File: src/hw/ssc_consts.svh
// constants for the serial clock management and transmit path
// Function
// - twelve-bit divide value, division up to 8190
// - divide value zero keeps divider idle
// - each divided level lasts divide-value cycles
// - divided clock feeds transmitter and receiver
// - transmit clock from pin, receiver, divider
// - transmit invert independent of receive invert
// - transmit pin driven continuously or during transfer
// - inversion never reaches the clock pins
// - receive clock from pin, transmitter, divider
// - receive invert independent of transmit invert
// - receive pin driven continuously or during transfer
// - each frame begins on configured start event
// - holding word moves to shifter, shifted out
// - all-empty set when holding and shifter empty
// - holding-free set when word moves to shifter
// - directions independent, may share clock or start
// - interrupt while unmasked event pending, status shows cause
// - continuous mode starts on holding write
`ifndef SSC_CONSTS_SVH
`define SSC_CONSTS_SVH

// divider field
`define SSC_DIV_W 12
`define SSC_DIV_RESET 12'h000
`define SSC_DIV_ONE 12'h001

// word and frame sizing
`define SSC_WORD_W 32
`define SSC_BITIDX_W 5
`define SSC_WORDNB_W 4

// pins passed through the synchroniser: tk, rk, tf
`define SSC_SYNC_W 3
`define SSC_SYNC_TK 0
`define SSC_SYNC_RK 1
`define SSC_SYNC_TF 2

// status vector layout
`define SSC_FLAG_W 2
`define SSC_FLAG_FREE 0
`define SSC_FLAG_EMPTY 1
`define SSC_FLAG_RESET 2'h3

`endif

File: src/hw/ssc_pkg.sv
// types shared by the serial clock and transmit modules
package ssc_pkg;

	// clock source choice: own pin, other direction, divider
	typedef enum logic [1:0] {CK_SRC_PIN, CK_SRC_OTHER, CK_SRC_DIV} clk_src_t;

	// clock pin use: input only, always driven, driven while busy
	typedef enum logic [1:0] {CKO_INPUT, CKO_CONTINUOUS, CKO_TRANSFER} clk_out_t;

	// transmit start event
	typedef enum logic [2:0] {
		START_CONT,
		START_RX,
		START_TF_LOW,
		START_TF_HIGH,
		START_TF_FALL,
		START_TF_RISE
	} start_t;

	// transmitter sequencing
	typedef enum logic {TX_IDLE, TX_SHIFT} tx_state_t;

endpackage

File: src/hw/div_if.sv
// link between the top and the master clock divider
`timescale 1ns/10ps
`default_nettype none
`include "ssc_consts.svh"
interface div_if;
	logic [`SSC_DIV_W-1:0] div; // divide value
	logic div_clk; // divided clock level
	logic active; // divider running
	modport ctrl (output div, input div_clk, input active);
	modport gen (input div, output div_clk, output active);
endinterface
`default_nettype wire

File: src/hw/ssc_sync2.sv
// two-flop synchroniser for the serial pins
`timescale 1ns/10ps
`default_nettype none
`include "ssc_consts.svh"
module ssc_sync2 (
	// clock and reset
	input wire logic i_sys_clk,
	input wire logic i_rst,
	// pins in, synchronised levels out
	input wire logic [`SSC_SYNC_W-1:0] i_pin,
	output logic [`SSC_SYNC_W-1:0] o_level
);
	genvar g;
	generate
		for (g = 0; g < `SSC_SYNC_W; g++)
		begin : g_bit
			logic meta_q; // first stage, read only by second
			logic meta_d;
			logic lvl_q; // second stage
			logic lvl_d;
			// next values
			always_comb
			begin
				meta_d = i_pin[g];
				lvl_d = meta_q;
			end
			// registers
			always_ff @(posedge i_sys_clk)
			begin
				if (i_rst)
				begin
					meta_q <= 1'b0;
					lvl_q <= 1'b0;
				end
				else
				begin
					meta_q <= meta_d;
					lvl_q <= lvl_d;
				end
			end
			assign o_level[g] = lvl_q;
		end
	endgenerate
endmodule
`default_nettype wire

File: src/hw/ssc_clk_div.sv
// master clock divider with half-and-half duty
`timescale 1ns/10ps
`default_nettype none
`include "ssc_consts.svh"
module ssc_clk_div (
	// clock and reset
	input wire logic i_sys_clk,
	input wire logic i_rst,
	// divide value in, divided clock out
	div_if.gen bus
);
	logic [`SSC_DIV_W-1:0] cnt_q; // cycles spent in current level
	logic [`SSC_DIV_W-1:0] cnt_d;
	logic clk_q; // divided level
	logic clk_d;
	logic act_q; // divider running
	logic act_d;

	// next values; compare with >= so a shrunk value mid-level still wraps
	always_comb
	begin
		cnt_d = cnt_q;
		clk_d = clk_q;
		act_d = 1'b1;
		if (bus.div == `SSC_DIV_RESET)
		begin
			// idle: no divided clock at all
			cnt_d = `SSC_DIV_RESET;
			clk_d = 1'b0;
			act_d = 1'b0;
		end
		else if (cnt_q >= bus.div - `SSC_DIV_ONE)
		begin
			// level has lasted divide-value cycles: toggle
			cnt_d = `SSC_DIV_RESET;
			clk_d = ~clk_q;
		end
		else
		begin
			cnt_d = cnt_q + `SSC_DIV_ONE;
		end
	end

	// registers
	always_ff @(posedge i_sys_clk)
	begin
		if (i_rst)
		begin
			cnt_q <= `SSC_DIV_RESET;
			clk_q <= 1'b0;
			act_q <= 1'b0;
		end
		else
		begin
			cnt_q <= cnt_d;
			clk_q <= clk_d;
			act_q <= act_d;
		end
	end

	assign bus.div_clk = clk_q;
	assign bus.active = act_q;
endmodule
`default_nettype wire

File: src/hw/ssc_clk_tx.sv
// clock selection, clock pins and transmit holding/shift path
`timescale 1ns/10ps
`default_nettype none
`include "ssc_consts.svh"
module ssc_clk_tx
	import ssc_pkg::*;
(
	// clock and reset
	input wire logic i_sys_clk,
	input wire logic i_rst,
	// divider setting
	input wire logic [`SSC_DIV_W-1:0] i_div_value,
	// transmit clock mode
	input wire clk_src_t i_tx_clk_src,
	input wire logic i_tx_clk_inv,
	input wire clk_out_t i_tx_clk_out,
	input wire start_t i_tx_start_mode,
	// receive clock mode
	input wire clk_src_t i_rx_clk_src,
	input wire logic i_rx_clk_inv,
	input wire clk_out_t i_rx_clk_out,
	// transmit frame format
	input wire logic [`SSC_BITIDX_W-1:0] i_tx_datlen,
	input wire logic [`SSC_WORDNB_W-1:0] i_tx_datnb,
	input wire logic i_tx_msbf,
	input wire logic i_tx_datdef,
	// holding register write
	input wire logic i_thr_wr,
	input wire logic [`SSC_WORD_W-1:0] i_thr_data,
	// receiver side, same clock
	input wire logic i_rx_start,
	input wire logic i_rx_busy,
	// interrupt mask
	input wire logic [`SSC_FLAG_W-1:0] i_irq_mask,
	// serial pins
	input wire logic i_tk,
	output logic o_tk,
	output logic o_tk_oe,
	input wire logic i_rk,
	output logic o_rk,
	output logic o_rk_oe,
	input wire logic i_tf,
	output logic o_td,
	// internal clocks for the data paths
	output logic o_tx_int_clk,
	output logic o_rx_int_clk,
	output logic o_div_active,
	// status and events
	output logic o_tx_start,
	output logic o_tx_holding_free,
	output logic o_tx_all_empty,
	output logic [`SSC_FLAG_W-1:0] o_flag_status,
	output logic o_irq
);
	// synchronised pins
	logic [`SSC_SYNC_W-1:0] pin_s;
	logic tk_s; // tk level after two flops
	logic rk_s; // rk level after two flops
	logic tf_s; // tf level after two flops
	div_if div_bus ();

	ssc_sync2 u_sync (
		.i_sys_clk(i_sys_clk),
		.i_rst(i_rst),
		.i_pin({i_tf, i_rk, i_tk}),
		.o_level(pin_s)
	);

	ssc_clk_div u_div (
		.i_sys_clk(i_sys_clk),
		.i_rst(i_rst),
		.bus(div_bus.gen)
	);

	assign div_bus.div = i_div_value;
	assign tk_s = pin_s[`SSC_SYNC_TK];
	assign tf_s = pin_s[`SSC_SYNC_TF];
	assign rk_s = pin_s[`SSC_SYNC_RK];

	// clock selection group
	logic tx_base; // tx clock ignoring its other-direction choice
	logic rx_base; // rx clock ignoring its other-direction choice
	logic tx_clk; // selected transmit clock, pin polarity
	logic rx_clk; // selected receive clock, pin polarity
	logic tx_int_d;
	logic tx_int_q; // inverted-as-programmed transmit clock
	logic rx_int_d;
	logic rx_int_q;
	logic tk_d;
	logic tk_q;
	logic tk_oe_d;
	logic tk_oe_q;
	logic rk_d;
	logic rk_q;
	logic rk_oe_d;
	logic rk_oe_q;
	logic tx_busy; // shifter holds a word

	// clock muxing; the cross choice uses the other side's base clock so
	// that both pointing at each other cannot form a loop
	always_comb
	begin
		unique case (i_tx_clk_src)
			CK_SRC_PIN: tx_base = tk_s;
			CK_SRC_DIV: tx_base = div_bus.div_clk;
			default: tx_base = 1'b0; // cross or illegal code
		endcase
		unique case (i_rx_clk_src)
			CK_SRC_PIN: rx_base = rk_s;
			CK_SRC_DIV: rx_base = div_bus.div_clk;
			default: rx_base = 1'b0;
		endcase
		// transmit may run on the receive clock
		tx_clk = (i_tx_clk_src == CK_SRC_OTHER) ? rx_base : tx_base;
		// receive may run on the transmit clock
		rx_clk = (i_rx_clk_src == CK_SRC_OTHER) ? tx_base : rx_base;
		// inversion only on the internal copies
		tx_int_d = tx_clk ^ i_tx_clk_inv;
		rx_int_d = rx_clk ^ i_rx_clk_inv;
		// pins carry the uninverted clock
		tk_d = tx_clk;
		rk_d = rx_clk;
		// pin drive per output mode; pin source plus continuous is
		// left to software to avoid, it would drive its own input
		unique case (i_tx_clk_out)
			CKO_CONTINUOUS: tk_oe_d = 1'b1;
			CKO_TRANSFER: tk_oe_d = tx_busy;
			default: tk_oe_d = 1'b0;
		endcase
		unique case (i_rx_clk_out)
			CKO_CONTINUOUS: rk_oe_d = 1'b1;
			CKO_TRANSFER: rk_oe_d = i_rx_busy;
			default: rk_oe_d = 1'b0;
		endcase
	end

	// clock registers
	always_ff @(posedge i_sys_clk)
	begin
		if (i_rst)
		begin
			tx_int_q <= 1'b0;
			rx_int_q <= 1'b0;
			tk_q <= 1'b0;
			tk_oe_q <= 1'b0;
			rk_q <= 1'b0;
			rk_oe_q <= 1'b0;
		end
		else
		begin
			tx_int_q <= tx_int_d;
			rx_int_q <= rx_int_d;
			tk_q <= tk_d;
			tk_oe_q <= tk_oe_d;
			rk_q <= rk_d;
			rk_oe_q <= rk_oe_d;
		end
	end

	// transmit path group
	tx_state_t state_q; // idle or shifting
	tx_state_t state_d;
	logic [`SSC_WORD_W-1:0] hold_q; // holding register
	logic [`SSC_WORD_W-1:0] hold_d;
	logic hold_full_q; // holding register has a word
	logic hold_full_d;
	logic [`SSC_WORD_W-1:0] shreg_q; // shift register
	logic [`SSC_WORD_W-1:0] shreg_d;
	logic [`SSC_BITIDX_W-1:0] bit_q; // bits sent of current word
	logic [`SSC_BITIDX_W-1:0] bit_d;
	logic [`SSC_WORDNB_W-1:0] words_q; // words still owed this frame
	logic [`SSC_WORDNB_W-1:0] words_d;
	logic td_d;
	logic td_q;
	logic tf_prev_q; // tf one cycle back, for edges
	logic tf_prev_d;
	logic pend_q; // start event latched until used
	logic pend_d;
	logic start_d;
	logic start_q;
	logic free_d;
	logic free_q;
	logic empty_d;
	logic empty_q;
	logic irq_d;
	logic irq_q;
	logic shift_edge; // internal clock falls: drive next bit
	logic evt; // edge-type start event this cycle
	logic start_ok; // start condition met at this edge
	logic load; // holding word moves to shifter
	logic cont; // continuous start mode
	logic [`SSC_BITIDX_W-1:0] pos; // bit index to drive

	assign tx_busy = (state_q == TX_SHIFT);

	// sequencing of holding register, shifter and flags
	always_comb
	begin
		state_d = state_q;
		hold_d = hold_q;
		hold_full_d = hold_full_q;
		shreg_d = shreg_q;
		bit_d = bit_q;
		words_d = words_q;
		td_d = td_q;
		tf_prev_d = tf_s;
		start_d = 1'b0;
		load = 1'b0;
		pos = '0;
		shift_edge = tx_int_q & ~tx_int_d;
		cont = (i_tx_start_mode == START_CONT);
		// edge events are latched so a short one between clock edges
		unique case (i_tx_start_mode)
			START_RX: evt = i_rx_start;
			START_TF_FALL: evt = tf_prev_q & ~tf_s;
			START_TF_RISE: evt = ~tf_prev_q & tf_s;
			default: evt = 1'b0;
		endcase
		// level events are judged at the shifting edge itself
		unique case (i_tx_start_mode)
			START_CONT: start_ok = hold_full_q;
			START_TF_LOW: start_ok = ~tf_s;
			START_TF_HIGH: start_ok = tf_s;
			default: start_ok = pend_q | evt;
		endcase
		if (shift_edge)
		begin
			unique case (state_q)
				TX_IDLE:
				begin
					// a frame waits for both its event and a word
					if (start_ok && hold_full_q)
					begin
						load = 1'b1;
						start_d = 1'b1;
						words_d = i_tx_datnb;
						state_d = TX_SHIFT;
					end
				end
				TX_SHIFT:
				begin
					if (bit_q != i_tx_datlen)
					begin
						// next bit of the current word
						bit_d = bit_q + 1'b1;
						pos = i_tx_msbf ? (i_tx_datlen - bit_d) : bit_d;
						td_d = shreg_q[pos];
					end
					else if (hold_full_q && (cont || words_q != '0))
					begin
						// word done, another follows in this frame
						load = 1'b1;
						if (!cont)
						begin
							words_d = words_q - 1'b1;
						end
					end
					else
					begin
						// frame over, line falls back to default level
						state_d = TX_IDLE;
						td_d = i_tx_datdef;
					end
				end
			endcase
		end
		else if (state_q == TX_IDLE)
		begin
			td_d = i_tx_datdef;
		end
		if (load)
		begin
			// first bit goes out on the same edge as the load
			shreg_d = hold_q;
			bit_d = '0;
			pos = i_tx_msbf ? i_tx_datlen : '0;
			td_d = hold_q[pos];
			hold_full_d = 1'b0;
		end
		// a write in the load cycle refills the holding register
		if (i_thr_wr)
		begin
			hold_d = i_thr_data;
			hold_full_d = 1'b1;
		end
		// event set wins over the clear made by a starting frame
		pend_d = evt | (pend_q & ~start_d);
		free_d = ~hold_full_d;
		empty_d = ~hold_full_d && (state_d == TX_IDLE);
		irq_d = |({empty_d, free_d} & i_irq_mask);
	end

	// transmit registers
	always_ff @(posedge i_sys_clk)
	begin
		if (i_rst)
		begin
			state_q <= TX_IDLE;
			hold_q <= '0;
			hold_full_q <= 1'b0;
			shreg_q <= '0;
			bit_q <= '0;
			words_q <= '0;
			td_q <= 1'b0;
			tf_prev_q <= 1'b0;
			pend_q <= 1'b0;
			start_q <= 1'b0;
			free_q <= 1'b1;
			empty_q <= 1'b1;
			irq_q <= 1'b0;
		end
		else
		begin
			state_q <= state_d;
			hold_q <= hold_d;
			hold_full_q <= hold_full_d;
			shreg_q <= shreg_d;
			bit_q <= bit_d;
			words_q <= words_d;
			td_q <= td_d;
			tf_prev_q <= tf_prev_d;
			pend_q <= pend_d;
			start_q <= start_d;
			free_q <= free_d;
			empty_q <= empty_d;
			irq_q <= irq_d;
		end
	end

	// outputs, all straight from flops
	assign o_tk = tk_q;
	assign o_tk_oe = tk_oe_q;
	assign o_rk = rk_q;
	assign o_rk_oe = rk_oe_q;
	assign o_td = td_q;
	assign o_tx_int_clk = tx_int_q;
	assign o_rx_int_clk = rx_int_q;
	assign o_div_active = div_bus.active;
	assign o_tx_start = start_q;
	assign o_tx_holding_free = free_q;
	assign o_tx_all_empty = empty_q;
	assign o_flag_status = {empty_q, free_q};
	assign o_irq = irq_q;
endmodule
`default_nettype wire

File: config.mk
export PLATFORM = sky130hd
export DESIGN_NAME = ssc_clk_tx
export DESIGN_NICKNAME = d
export VERILOG_FILES = /design/src/hw/ssc_pkg.sv /design/src/hw/div_if.sv /design/src/hw/ssc_sync2.sv /design/src/hw/ssc_clk_div.sv /design/src/hw/ssc_clk_tx.sv
export VERILOG_INCLUDE_DIRS = /design/src /design/src/hw
export SDC_FILE = /design/constraint.sdc
export NUM_CORES = 1
export LEC_CHECK = 0
export ABC_AREA = 1
export BUFFER_PORTS_ARGS = -buffer_cell sky130_fd_sc_hd__buf_4
export CAP_MARGIN = 10
export CORE_MARGIN = 2
export CORE_UTILIZATION = 52
export DETAILED_ROUTE_END_ITERATION = 8
export PLACE_DENSITY = 0.85
export SYNTH_ARGS = -nofsm -noshare
export SYNTH_HDL_FRONTEND = slang
export SYNTH_SLANG_ARGS = --single-unit
File: constraint.sdc
create_clock -name i_sys_clk -period 7 [get_ports i_sys_clk]
set_input_delay 0.35 -clock i_sys_clk [delete_from_list [all_inputs] [get_ports i_sys_clk]]
set_output_delay 0.35 -clock i_sys_clk [all_outputs]
set_load 0.01 [all_outputs]
# Word-level counts from Yosys, hierarchy flattened
# Cells that the tools add are included.
dict set report word_totals {
  regBits 108
}
dict set report classes {
  addsub 5
  order_cmp 3
  n_eq_ne 21
  n_mux 38
  n_bitwise 17
  reduce_logical 16
}
# operator count
set op_table {}
lappend op_table {{$mux W1} 21}
lappend op_table {{$mux W4} 4}
lappend op_table {{$add A12 B1 Y12 const B} 1}
lappend op_table {{$ge A12 B12 Y1} 1}
lappend op_table {{$logic_not A12 Y1} 1}
lappend op_table {{$lt A5 B6 Y1 const B} 2}
lappend op_table {{$pmux W1 S2} 6}
lappend op_table {{$sub A12 B1 Y12 const B} 1}
lappend op_table {{$bmux W1 S5} 2}
lappend op_table {{$mux W5} 2}
lappend op_table {{$eq A2 B1 Y1 const B} 4}
lappend op_table {{$eq A2 B2 Y1 const B} 4}
lappend op_table {{$not A1 Y1} 8}
lappend op_table {{$pmux W4 S2} 1}
lappend op_table {{$eq A3 B2 Y1 const B} 2}
lappend op_table {{$eq A3 B3 Y1 const B} 2}
lappend op_table {{$ne A2 B2 Y1 const B} 3}
lappend op_table {{$pmux W1 S3} 2}
lappend op_table {{$reduce_and A3 Y1} 2}
lappend op_table {{$reduce_or A2 Y1} 3}
lappend op_table {{$add A5 B1 Y5 const B} 1}
lappend op_table {{$ne A5 B5 Y1} 1}
lappend op_table {{$reduce_and A5 Y1} 1}
lappend op_table {{$sub A5 B5 Y5} 1}
lappend op_table {{16 further kinds} 24}

# Logic depth before layout (Yosys ltp)
# Gate-level depths: netlist of the first run.
dict set report logic_depth {
  ltp_word 15
  depth_mapped 16
  depth_no_buf 16
}

# By module
# A second synthesis of the first run with hierarchy kept.
dict set report unflattened {
  cells_unflattened 868
  hier_area_um2 5958.2
}
# module n_inst cells_per_inst area_each_um2
set modules_own_cells {}
lappend modules_own_cells {ssc_clk_tx 1 678 4581.9}
lappend modules_own_cells {ssc_clk_div 1 169 1188.6}
lappend modules_own_cells {ssc_sync2 1 21 187.7}

# Worst setup path before layout of the first run
# No wires, ideal clock.
dict set report synth_timing {
  kind {input-to-reg}
  start {in i_div_value[2]}
  end {reg u_div.cnt_q[10]}
  arrival_time_ps 2671
  t_required_ps 6930
  path_slack_ps 4259
  stages 16
  cell_sequence {nor2_1 nand2_1 or3_1 nor3_2 nand2_1 nor3_2 xor2_1 inv_1 ha_1 nand2_1 nor2_1 a211oi_1 nand4_1 or2_2 buf_4 a21oi_1}
}
dict set report synth_via {
  elab_chain_cells 3
  elab_cells_between_ends 4
}
# item line_no
set synth_rtl {}
lappend synth_rtl {{from (decl)} ssc_clk_tx.sv:12} ;# input wire logic [`SSC_DIV_W-1:0] i_div_value,
lappend synth_rtl {{$sub A12 B1 Y12 (no line)} -}
lappend synth_rtl {{$ge A12 B12 Y1 (no line)} -}
lappend synth_rtl {{$reduce_or A3 Y1 (no line) *} -}
lappend synth_rtl {{to (signal assigned)} ssc_clk_div.sv:49} ;# cnt_q <= `SSC_DIV_RESET;
lappend synth_rtl {{to (signal assigned)} ssc_clk_div.sv:55} ;# cnt_q <= cnt_d;
lappend synth_rtl {{to (decl)} ssc_clk_div.sv:12} ;# logic [`SSC_DIV_W-1:0] cnt_q;
# Every way passes the cells marked *; elsewhere a longest branch is shown, timed or not.
# A chain may end at the register's enable or synchronous reset.

# Worst setup path after layout of the first run
dict set report layout_timing {
  start {in i_div_value[2]}
  end {reg u_div.cnt_q[2]}
}
# Same word-level chain as after synthesis.

==> flow_summary_export.csv, run 1 <==
group,metric,value,unit
status,run_status,"finished, final reports clean",
placed_design,placed_cell_area,0.00655,mm2
power_and_ir_drop,leakage,0.00316,uW
setup_path,start_kind,"primary input",
logic_synthesis,postSynthCellCount,853,
setup_path,cpPeakStageDelay,410,ps
power_and_ir_drop,switching_share,0.273,
detailed_routing,drc,0,
detailed_routing,drtIter0Drc,483,
finish,syn_to_final_growth,16.6,%
logic_synthesis,synth_area,0.00588,mm2
timing,finalCritPeriodShare,0.383,
setup_path,rrSetupSlack,4450,ps
setup_path,timing.rr.start,"bit_q[0]$_SDFFE_PP0P_",
power_and_ir_drop,p_seq_frac,0.470,
finish,nets,1027,
power_and_ir_drop,total_power,1420,uW
timing,tightest_slew,632,ps
finish,final_area,0.00685,mm2
logic_synthesis,synth-seq-cells,108,
power_and_ir_drop,net-switching-power,387,uW
grt,gr-total-overflow,0,
power_and_ir_drop,irDropWorstVdd,0.151,mV
detailed_routing,vias,5604,
grt,grt_pass1_wl,23.0,mm
floorplanning,core_area,0.0109,mm2
grt,grt_max_degree,69,
logic_synthesis,synthDistinctLibCells,41,
clock_tree,cts_buffers,9,
clock_tree,post-cts-setup-buffers,0,
timing,grt_setup_unrepaired,"false",
logic_synthesis,seq_area_frac_synth,0.368,
grt,grt_pass1_vias,5197,
timing,whs,188,ps
clock_tree,clkSlewWorstSetupHoldPaths,70,ps
hold_path,min-delay-start,"i_rx_clk_inv",
setup_path,rr_worst_depth,12,
floorplanning,die_height,110,um
timing,clock.fmax,373,MHz
clock_tree,cts_buffer_depth,2,
logic_synthesis,synth_edf_count,0,
clock_tree,hold_buffers,0,
floorplanning,ios,92,
setup_path,worstPathMaxFanout,12,
setup_path,path_cells,"buf_4 -> nor2_1 -> nand2_1 -> or3_1 -> nor3_2 -> nand2_1 -> nor3_2 -> xor2_1 -> inv_1 -> ha_1 -> nand2_1 -> nor2_1 -> a211oi_1 -> nand4_1 -> or2_2 -> nor3_1",
detailed_routing,drtPass1Iterations,5,
placed_design,place.gp.congestion,0.858,
grt,grt_usage,0.236,
finish,antenna_cells,0,
setup_path,worstPathRequired,7270,ps
power_and_ir_drop,comb_power_share,0.163,
finish,fillers,1007,
hold_path,hold_end,"o_rx_int_clk$_SDFF_PP0_",
logic_synthesis,synth_area_per_cell,6.89,um2
timing,min_period,2680,ps
power_and_ir_drop,p_per_area,207,mW/mm2
setup_path,r2r_end,"o_td$_SDFFE_PP0P_",
hold_path,hold_depth,2,
setup_path,cp.arrival,2950,ps
clock_tree,htreeDepth,3,
placed_design,portBuffers,91,
setup_path,crit_top_cell,"nand2_1",
clock_tree,clk_latency,340,ps
power_and_ir_drop,clkPwrFrac,0.367,
timing,finClkSkew,6.52,ps
finish,layout_common_cells,"nand2_1, inv_1, dfxtp_1",
grt,antenna_found_initial,0,
timing,slew_headroom,0.579,
clock_tree,ctsResizeCount,0,
detailed_routing,routed_wl,13.6,mm
logic_synthesis,syn-num-nets,957,
logic_synthesis,ys.flop_type,"dfxtp_1",
clock_tree,cts-root-buf,"clkbuf_16",
detailed_routing,routedWlPerCell,12.7,um
timing,finalSetupViolCount,0,
finish,layout_commonest_cell,"nand2_1",
detailed_routing,viasPerCell,5.25,
power_and_ir_drop,internal_power,1030,uW
floorplanning,dieArea,0.0122,mm2
timing,slew_violations,0,
clock_tree,cts_tree,"yes",
placed_design,dpl.hpwl,10.1,mm
setup_path,crit_type,"in -> reg",
setup_path,critPathSlowestCell,"or2_2",
logic_synthesis,synthArstFlopShare,0,
hold_path,hold_class,"in -> reg",
timing,tns,0,ps
clock_tree,clock_sinks,108,
setup_path,crit_path_end_kind,"flip-flop",
floorplanning,initial_core_util,0.538,
detailed_routing,drtAntennaViolNets,0,
timing,hold_violations,0,
floorplanning,rows,38,
logic_synthesis,yosysWarnings,0,
floorplanning,die_w,110,um
job,drv_cap,0,
finish,drive_above_1_share,0.151,
power groups by stage:
stage	sequential (uW)	combinational [uW]	clock [uW]
final	667	231	521
after global routing	670	263	553
after CTS	666	230	528
after detailed placement	681	228	0
after global placement	680	223	0
after floorplan	675	153	0
layer usage:
layer	vias up	track usage	routed length [um]
li1	2895	-	-
met1	2553	0.304	5980
met2	138	0.402	6760
met3	18	0.0441	655
met4	0	0.0696	180
met5	-	0	0
worst max-delay path by stage:
stage,slack [ps],depth (start not counted),to,from
3_5_place_dp,3950,16,u_div.cnt_q[2]$_SDFF_PP0_,i_div_value[2]
6_report,4320,16,u_div.cnt_q[2]$_SDFF_PP0_,i_div_value[2]
5_1_grt,4070,16,u_div.cnt_q[4]$_SDFF_PP0_,i_div_value[2]
2_1_floorplan,4260,16,u_div.cnt_q[10]$_SDFF_PP0_,i_div_value[2]
3_3_place_gp,4050,16,u_div.cnt_q[2]$_SDFF_PP0_,i_div_value[2]
4_1_cts,4320,16,u_div.cnt_q[2]$_SDFF_PP0_,i_div_value[2]
sequential cells by signal (all words and copies together) (netlist names), 3 cells and up:
name and cells:
u_div.cnt_q 12, hold_q 32, shreg_q 32, bit_q 5, u_sync.g_bit.lvl_d 3, words_q 4, u_sync.g_bit.lvl_q 3
per-stage QoR:
stage                     setup WS, ps  cells  utilization
after floorplan                   4260    853            -
after global placement            4050   1052        0.599
after detailed placement          3950   1052        0.599
after CTS                         4320   1068        0.627
after global routing              4070   1068        0.627
final                             4320   1068        0.627
final cells by class:
class	instances	area [um2]	share of cell area
multi-input cells	584	3030	0.443
clock buffers	10	239	0.0349
clock inverters	6	68.8	0.0100
inverters	127	477	0.0696
well taps	140	175	0.0256
repair buffers	93	698	0.102
flip-flops and latches	108	2160	0.315
synth_stat cells, types with 4 or more instances:
master    count  area, um2
ha_1         25        313
xor2_1        9       78.8
nand2_1     149        559
nand4_1       8       50.1
a21oi_1      75        375
inv_2         4       15.0
or2_2         6       37.5
buf_4         5       37.5
buf_2         4       20.0
inv_1       121        454
dfxtp_1     108       2160
nor2_1       90        338
nand3_1      95        475
nand2_2       4       25.0
buf_6         7       78.8
clkbuf_1     14       52.6
o21ai_0      78        390
xnor2_1      11       96.3
cells by family (layout without fill, tap and decap cells):
group                    after synthesis  after routing  share of synthesized area
AND/OR/NAND/NOR                      371            371                      0.282
adder cells (fa/ha/maj)               26             26                     0.0566
flip-flops                           108            108                      0.368
buffers and inverters                161            236                      0.116
AO/OA/AOI/OAI                        167            167                      0.148
XOR/XNOR                              20             20                     0.0298
worst max-delay path, delay by kind of cell:
family | cells | cell delay [ps]
compound gates | 1 | 170
xor+xnor | 1 | 150
fa+ha+maj | 1 | 290
buf+inv | 2 | 180
simple gates | 11 | 1830
Power figures use the tool's default switching activity.
==> run 2, diff against run 1 <==
--- a/config.mk
+++ b/config.mk
@@ -12,7 +12,7 @@
 export CORE_MARGIN = 2
 export CORE_UTILIZATION = 52
 export DETAILED_ROUTE_END_ITERATION = 8
-export PLACE_DENSITY = 0.85
+export PLACE_DENSITY = 0.88
 export SYNTH_ARGS = -nofsm -noshare
 export SYNTH_HDL_FRONTEND = slang
 export SYNTH_SLANG_ARGS = --single-unit
==> constraint.sdc (replaced) <==
create_clock -name i_sys_clk -period 2.25 [get_ports i_sys_clk]
set_input_delay 0.1125 -clock i_sys_clk [delete_from_list [all_inputs] [get_ports i_sys_clk]]
set_output_delay 0.1125 -clock i_sys_clk [all_outputs]
set_load 0.01 [all_outputs]
==> run 2 against run 1 <==
- the flow now finishes with violations (negative setup slack)
- count of clock-buffer cells in the layout is 1 lower
- largest power group unchanged
- non-clock buffer count is 46 higher
- clock power grew to 2.8 times the previous value
- sequential cell count stayed put
- register-to-register slack worse by 4400 ps
- setup slack worse by 4500 ps
- clock skew is 5.0 ps higher
==> flow_summary_export.csv, run 2 (synthesized netlist as in run 1, its figures left out) <==
group,metric,value,unit
detailed_routing,drtPass1Iterations,5,
setup_path,crit_path_end_kind,"flip-flop",
clock_tree,cts-root-buf,"clkbuf_16",
timing,min_period,2430,ps
timing,finalSetupViolCount,13,
finish,postLayoutCoreUtil,0.677,
finish,drive_above_1_share,0.215,
hold_path,hold_depth,3,
timing,layout_setup_ws,-177,ps
timing,grt_setup_unrepaired,"true",
clock_tree,cts_tree,"yes",
setup_path,worstPathMaxFanout,6,
timing,hold_violations,0,
power_and_ir_drop,switching_share,0.286,
grt,gr-total-overflow,0,
finish,layout_common_cells,"nand2_1, buf_4, inv_1",
grt,grt_pass1_vias,5601,
clock_tree,cts_buffers,9,
placed_design,dpl.hpwl,10.7,mm
finish,antenna_cells,0,
detailed_routing,routed_wl,15.5,mm
placed_design,place.gp.congestion,0.944,
status,run_status,"complete, but fails checks",
finish,fillers,887,
grt,grt_pass1_wl,25.1,mm
timing,tns,-1590,ps
finish,top_regs,"hold_q x32, shreg_q x32, u_div.cnt_q x12",
finish,layout_commonest_cell,"nand2_1",
finish,syn_to_final_growth,26.0,%
setup_path,cp.arrival,2700,ps
placed_design,portBuffers,91,
power_and_ir_drop,total_power,4370,uW
detailed_routing,viasPerCell,5.33,
clock_tree,htreeDepth,3,
setup_path,start_kind,"primary input",
floorplanning,die_w,110,um
floorplanning,initial_core_util,0.538,
clock_tree,cts_buffer_depth,2,
setup_path,rr_worst_depth,13,
setup_path,crit_type,"in -> reg",
finish,final_area,0.00741,mm2
floorplanning,die_height,110,um
clock_tree,clock_sinks,108,
power_and_ir_drop,p_seq_frac,0.475,
setup_path,worstPathRequired,2530,ps
grt,antenna_found_initial,0,
placed_design,placed_cell_area,0.00678,mm2
power_and_ir_drop,irDropWorstVdd,0.340,mV
power_and_ir_drop,clkPwrFrac,0.339,
floorplanning,dieArea,0.0122,mm2
timing,slew_headroom,0.580,
status,violations,"negative setup slack",
timing,tightest_slew,623,ps
power_and_ir_drop,net-switching-power,1250,uW
detailed_routing,drc,0,
finish,nets,1074,
floorplanning,rows,38,
power_and_ir_drop,internal_power,3120,uW
power_and_ir_drop,leakage,0.00340,uW
setup_path,rrSetupSlack,40,ps
floorplanning,core_area,0.0109,mm2
timing,clock.fmax,412,MHz
power_and_ir_drop,comb_power_share,0.186,
timing,slew_violations,0,
hold_path,hold_class,"in -> reg",
hold_path,min-delay-start,"i_thr_data[3]",
setup_path,r2r_end,"o_td$_SDFFE_PP0P_",
job,drv_cap,0,
clock_tree,clkSlewWorstSetupHoldPaths,70,ps
grt,grt_usage,0.258,
timing,finClkSkew,11.6,ps
clock_tree,clk_latency,340,ps
grt,grt_max_degree,68,
setup_path,timing.rr.start,"bit_q[0]$_SDFFE_PP0P_",
detailed_routing,drtIter0Drc,513,
detailed_routing,vias,5947,
detailed_routing,drtAntennaViolNets,0,
placed_design,place_ws,-427,ps
hold_path,hold_end,"hold_q[3]$_SDFFE_PP0P_",
power_and_ir_drop,p_per_area,590,mW/mm2
floorplanning,ios,92,
detailed_routing,routedWlPerCell,13.9,um
timing,finalCritPeriodShare,1.08,
-- run 2: critical path, cell delays in order --
cell and delay (ps):
buf_6 100, nor2_4 90, nand2_2 60, or3_4 350
nor3_4 150, nand2_2 90, nor3_2 170, xor2_1 230
inv_1 120, ha_4 240, nand2_2 90, nor2_2 60
a211oi_2 140, nand4_1 150, buf_4 180, or2_4 260
nor2_1 100
-- run 2: how the worst max path moves through the flow --
stage / startpoint / end / slack, ps / cells after the start
finish: i_div_value[2] / u_div.cnt_q[9]$_SDFF_PP0_ / -180 / 17
global route: i_div_value[2] / u_div.bus.div_clk$_SDFFE_PP0P_ / -320 / 18
CTS: i_div_value[2] / u_div.cnt_q[10]$_SDFF_PP0_ / -7 / 15
detailed placement: i_div_value[2] / u_div.cnt_q[2]$_SDFF_PP0_ / -430 / 16
global placement: i_div_value[2] / u_div.cnt_q[2]$_SDFF_PP0_ / -310 / 16
floorplan: i_div_value[2] / u_div.cnt_q[10]$_SDFF_PP0_ / -180 / 16
-- run 2: metrics by stage --
stage,instances,hold slack [ps]
floorplan,853,203
global placement,1077,297
detailed placement,1077,301
CTS,1111,0.759
global route,1115,5.66
finish,1115,4.89
-- run 2: routing by layer --
layer | part of all wire | wire length [um] | track usage
met1 | 0.42 | 6470 | 0.321
met4 | 0.013 | 206 | 0.0795
met3 | 0.057 | 888 | 0.0376
met5 | 0 | 0 | 0
met2 | 0.51 | 7920 | 0.462
-- run 2: repair_timing --
action	4_1_cts	5_1_grt
resized for setup	6	36
pin swaps	4	21
endpoints found under the setup margin	14	15
hold buffers	13	0
setup buffers	4	4
hold endpoints to repair	13	0
gates cloned	1	0
-- run 2: cell type report --
cell class | instances | area, um2 | area share
Multi-Input combinational cell | 585 | 3210 | 0.433
Clock inverter | 7 | 48.8 | 0.00659
Inverter | 127 | 479 | 0.0647
Sequential cell | 108 | 2170 | 0.293
Timing Repair Buffer | 139 | 1100 | 0.149
Tap cell | 140 | 175 | 0.0236
Clock buffer | 9 | 225 | 0.0304
-- run 2: power by group through the flow --
stage | Sequential (uW) | Clock [uW] | Combinational, uW
after floorplan | 2100 | 0 | 480
after global placement | 2110 | 0 | 726
after detailed placement | 2110 | 0 | 744
after CTS | 2070 | 1490 | 774
after global routing | 2080 | 1570 | 910
final | 2070 | 1480 | 813
==> run 3, diff against run 2 <==
--- a/config.mk
+++ b/config.mk
@@ -12,7 +12,7 @@
 export CORE_MARGIN = 2
 export CORE_UTILIZATION = 52
 export DETAILED_ROUTE_END_ITERATION = 8
-export PLACE_DENSITY = 0.88
+export PLACE_DENSITY_LB_ADDON = 0.08
 export SYNTH_ARGS = -nofsm -noshare
 export SYNTH_HDL_FRONTEND = slang
 export SYNTH_SLANG_ARGS = --single-unit
==> run 3 against run 2 <==
- the flow finishes with violations (negative hold slack)
- register-to-register slack got worse by 20 ps
- count of clock-buffer cells in the layout grew 1
- setup slack improved by 190 ps
==> flow_summary_export.csv, run 3 (synthesized netlist as in run 1, its figures left out) <==
group,metric,value,unit
detailed_routing,drc,0,
placed_design,placed_cell_area,0.00678,mm2
finish,syn_to_final_growth,25.5,%
finish,fillers,990,
setup_path,crit_path_end_kind,"flip-flop",
finish,top_regs,"hold_q x32, shreg_q x32, u_div.cnt_q x12",
clock_tree,post-cts-setup-buffers,0,
floorplanning,core_area,0.0109,mm2
setup_path,crit_top_cell,"nand2_2",
timing,slew_violations,0,
timing,slew_headroom,0.630,
finish,final_area,0.00738,mm2
grt,grt_max_degree,71,
timing,min_period,2230,ps
detailed_routing,viasPerCell,5.14,
placed_design,place.gp.congestion,0.885,
power_and_ir_drop,leakage,0.00340,uW
placed_design,place_ws,-395,ps
setup_path,cpPeakStageDelay,350,ps
hold_path,hold_depth,3,
floorplanning,die_height,110,um
floorplanning,die_w,110,um
grt,gr-total-overflow,0,
detailed_routing,routedWlPerCell,13.1,um
clock_tree,cts_tree,"yes",
setup_path,start_kind,"primary input",
clock_tree,cts_buffers,9,
finish,layout_common_cells,"nand2_1, inv_1, buf_4",
floorplanning,initial_core_util,0.538,
floorplanning,rows,38,
timing,tns,0,ps
detailed_routing,routed_wl,14.6,mm
job,drv_cap,0,
timing,whs,-2.98,ps
finish,drive_above_1_share,0.188,
floorplanning,dieArea,0.0122,mm2
clock_tree,cts-root-buf,"clkbuf_16",
grt,grt_pass1_vias,5572,
timing,tightest_slew,555,ps
placed_design,portBuffers,91,
floorplanning,ios,92,
finish,final_cells,1113,
timing,hold_violations,1,
placed_design,dpl.hpwl,10.8,mm
setup_path,path_cells,"buf_8 -> nor2_4 -> nand2_2 -> or3_4 -> nor3_4 -> nand2_2 -> buf_6 -> xor2_1 -> ha_1 -> a21oi_2 -> nor2_1 -> a211oi_1 -> nand4_1 -> or2_4 -> a21oi_1",
setup_path,crit_type,"in -> reg",
timing,finClkSkew,9.61,ps
grt,grt_usage,0.251,
timing,layout_setup_ws,15.1,ps
setup_path,worstPathMaxFanout,12,
status,run_status,"complete, but fails checks",
clock_tree,htreeDepth,3,
grt,antenna_found_initial,0,
clock_tree,clock_sinks,108,
timing,clock.fmax,447,MHz
setup_path,cp.arrival,2520,ps
finish,layout_commonest_cell,"nand2_1",
power_and_ir_drop,p_per_area,620,mW/mm2
clock_tree,cts_buffer_depth,2,
detailed_routing,drtIter0Drc,283,
detailed_routing,drtAntennaViolNets,0,
timing,grt_setup_unrepaired,"true",
status,violations,"negative hold slack",
grt,grt_pass1_wl,24.3,mm
timing,finalCritPeriodShare,0.993,
setup_path,worstPathRequired,2530,ps
detailed_routing,vias,5724,
clock_tree,clk_latency,350,ps
detailed_routing,drtPass1Iterations,5,
placed_design,dp.cells,1078,
power_and_ir_drop,irDropWorstVdd,0.466,mV
finish,nets,1072,
setup_path,critPathSlowestCell,"or3_4",
hold_path,hold_class,"in -> reg",
finish,antenna_cells,0,
timing,finalSetupViolCount,0,
setup_path,rr_worst_depth,13,
clock_tree,clkSlewWorstSetupHoldPaths,70,ps
==> run 3: stage by stage <==
step	total power, uW	hold WS (ps)	util
6_report	4580	-2.98	0.674
5_1_grt	4790	2.59	0.674
4_1_cts	4590	0.852	0.670
3_5_place_dp	2860	304	0.620
3_3_place_gp	2840	296	0.620
2_1_floorplan	2580	203	-
==> run 3: power breakdown <==
part           leakage (uW)  internal (uW)  switching, uW  total, uW
clock              0.000159           1010            700       1710
sequential         0.000885           2010           61.9       2070
combinational       0.00235            352            447        799
total               0.00340           3370           1210       4580
==> run 3: worst max-delay path, delay by kind of cell <==
kind	cells	cell delay [ps]
buffers and inverters	2	220
AO/OA/AOI/OAI	3	420
adder cells (fa/ha/maj)	1	300
AND/OR/NAND/NOR	8	1330
XOR/XNOR	1	130
==> run 3: final timing paths <==
| path | from | endpoint | slack (ps) |
|---|---|---|---|
| min reg2reg | u_sync.g_bit[2].lvl_d$_SDFF_PP0_ | u_sync.g_bit[2].lvl_q$_SDFF_PP0_ | 400 |
| max reg2reg | bit_q[0]$_SDFFE_PP0P_ | o_td$_SDFFE_PP0P_ | 20 |
| min | i_thr_data[18] | hold_q[18]$_SDFFE_PP0P_ | -3 |
| max | i_div_value[2] | u_div.cnt_q[11]$_SDFF_PP0_ | 20 |
==> run 3: layer usage <==
layer	wire length, um	global-route usage
met4	248	0.0839
met1	6790	0.319
met2	6960	0.429
met3	557	0.0470
met5	0	0
==> run 3: layout make-up <==
| cell class | instances | area (um2) | area share |
|---|---|---|---|
| flip-flops and latches | 108 | 2160 | 0.293 |
| multi-input cells | 584 | 3120 | 0.423 |
| clock inverters | 6 | 86.3 | 0.0117 |
| clock buffers | 10 | 239 | 0.0324 |
| inverters | 127 | 477 | 0.0646 |
| well taps | 140 | 175 | 0.0237 |
| repair buffers | 138 | 1110 | 0.151 |
==> run 3: what timing repair did <==
action / in CTS / in global routing
endpoints found under the hold margin: 19 / 0
resized for setup: 5 / 14
setup endpoints to repair: 6 / 53
pin swaps: 2 / 4
hold buffers: 19 / 0
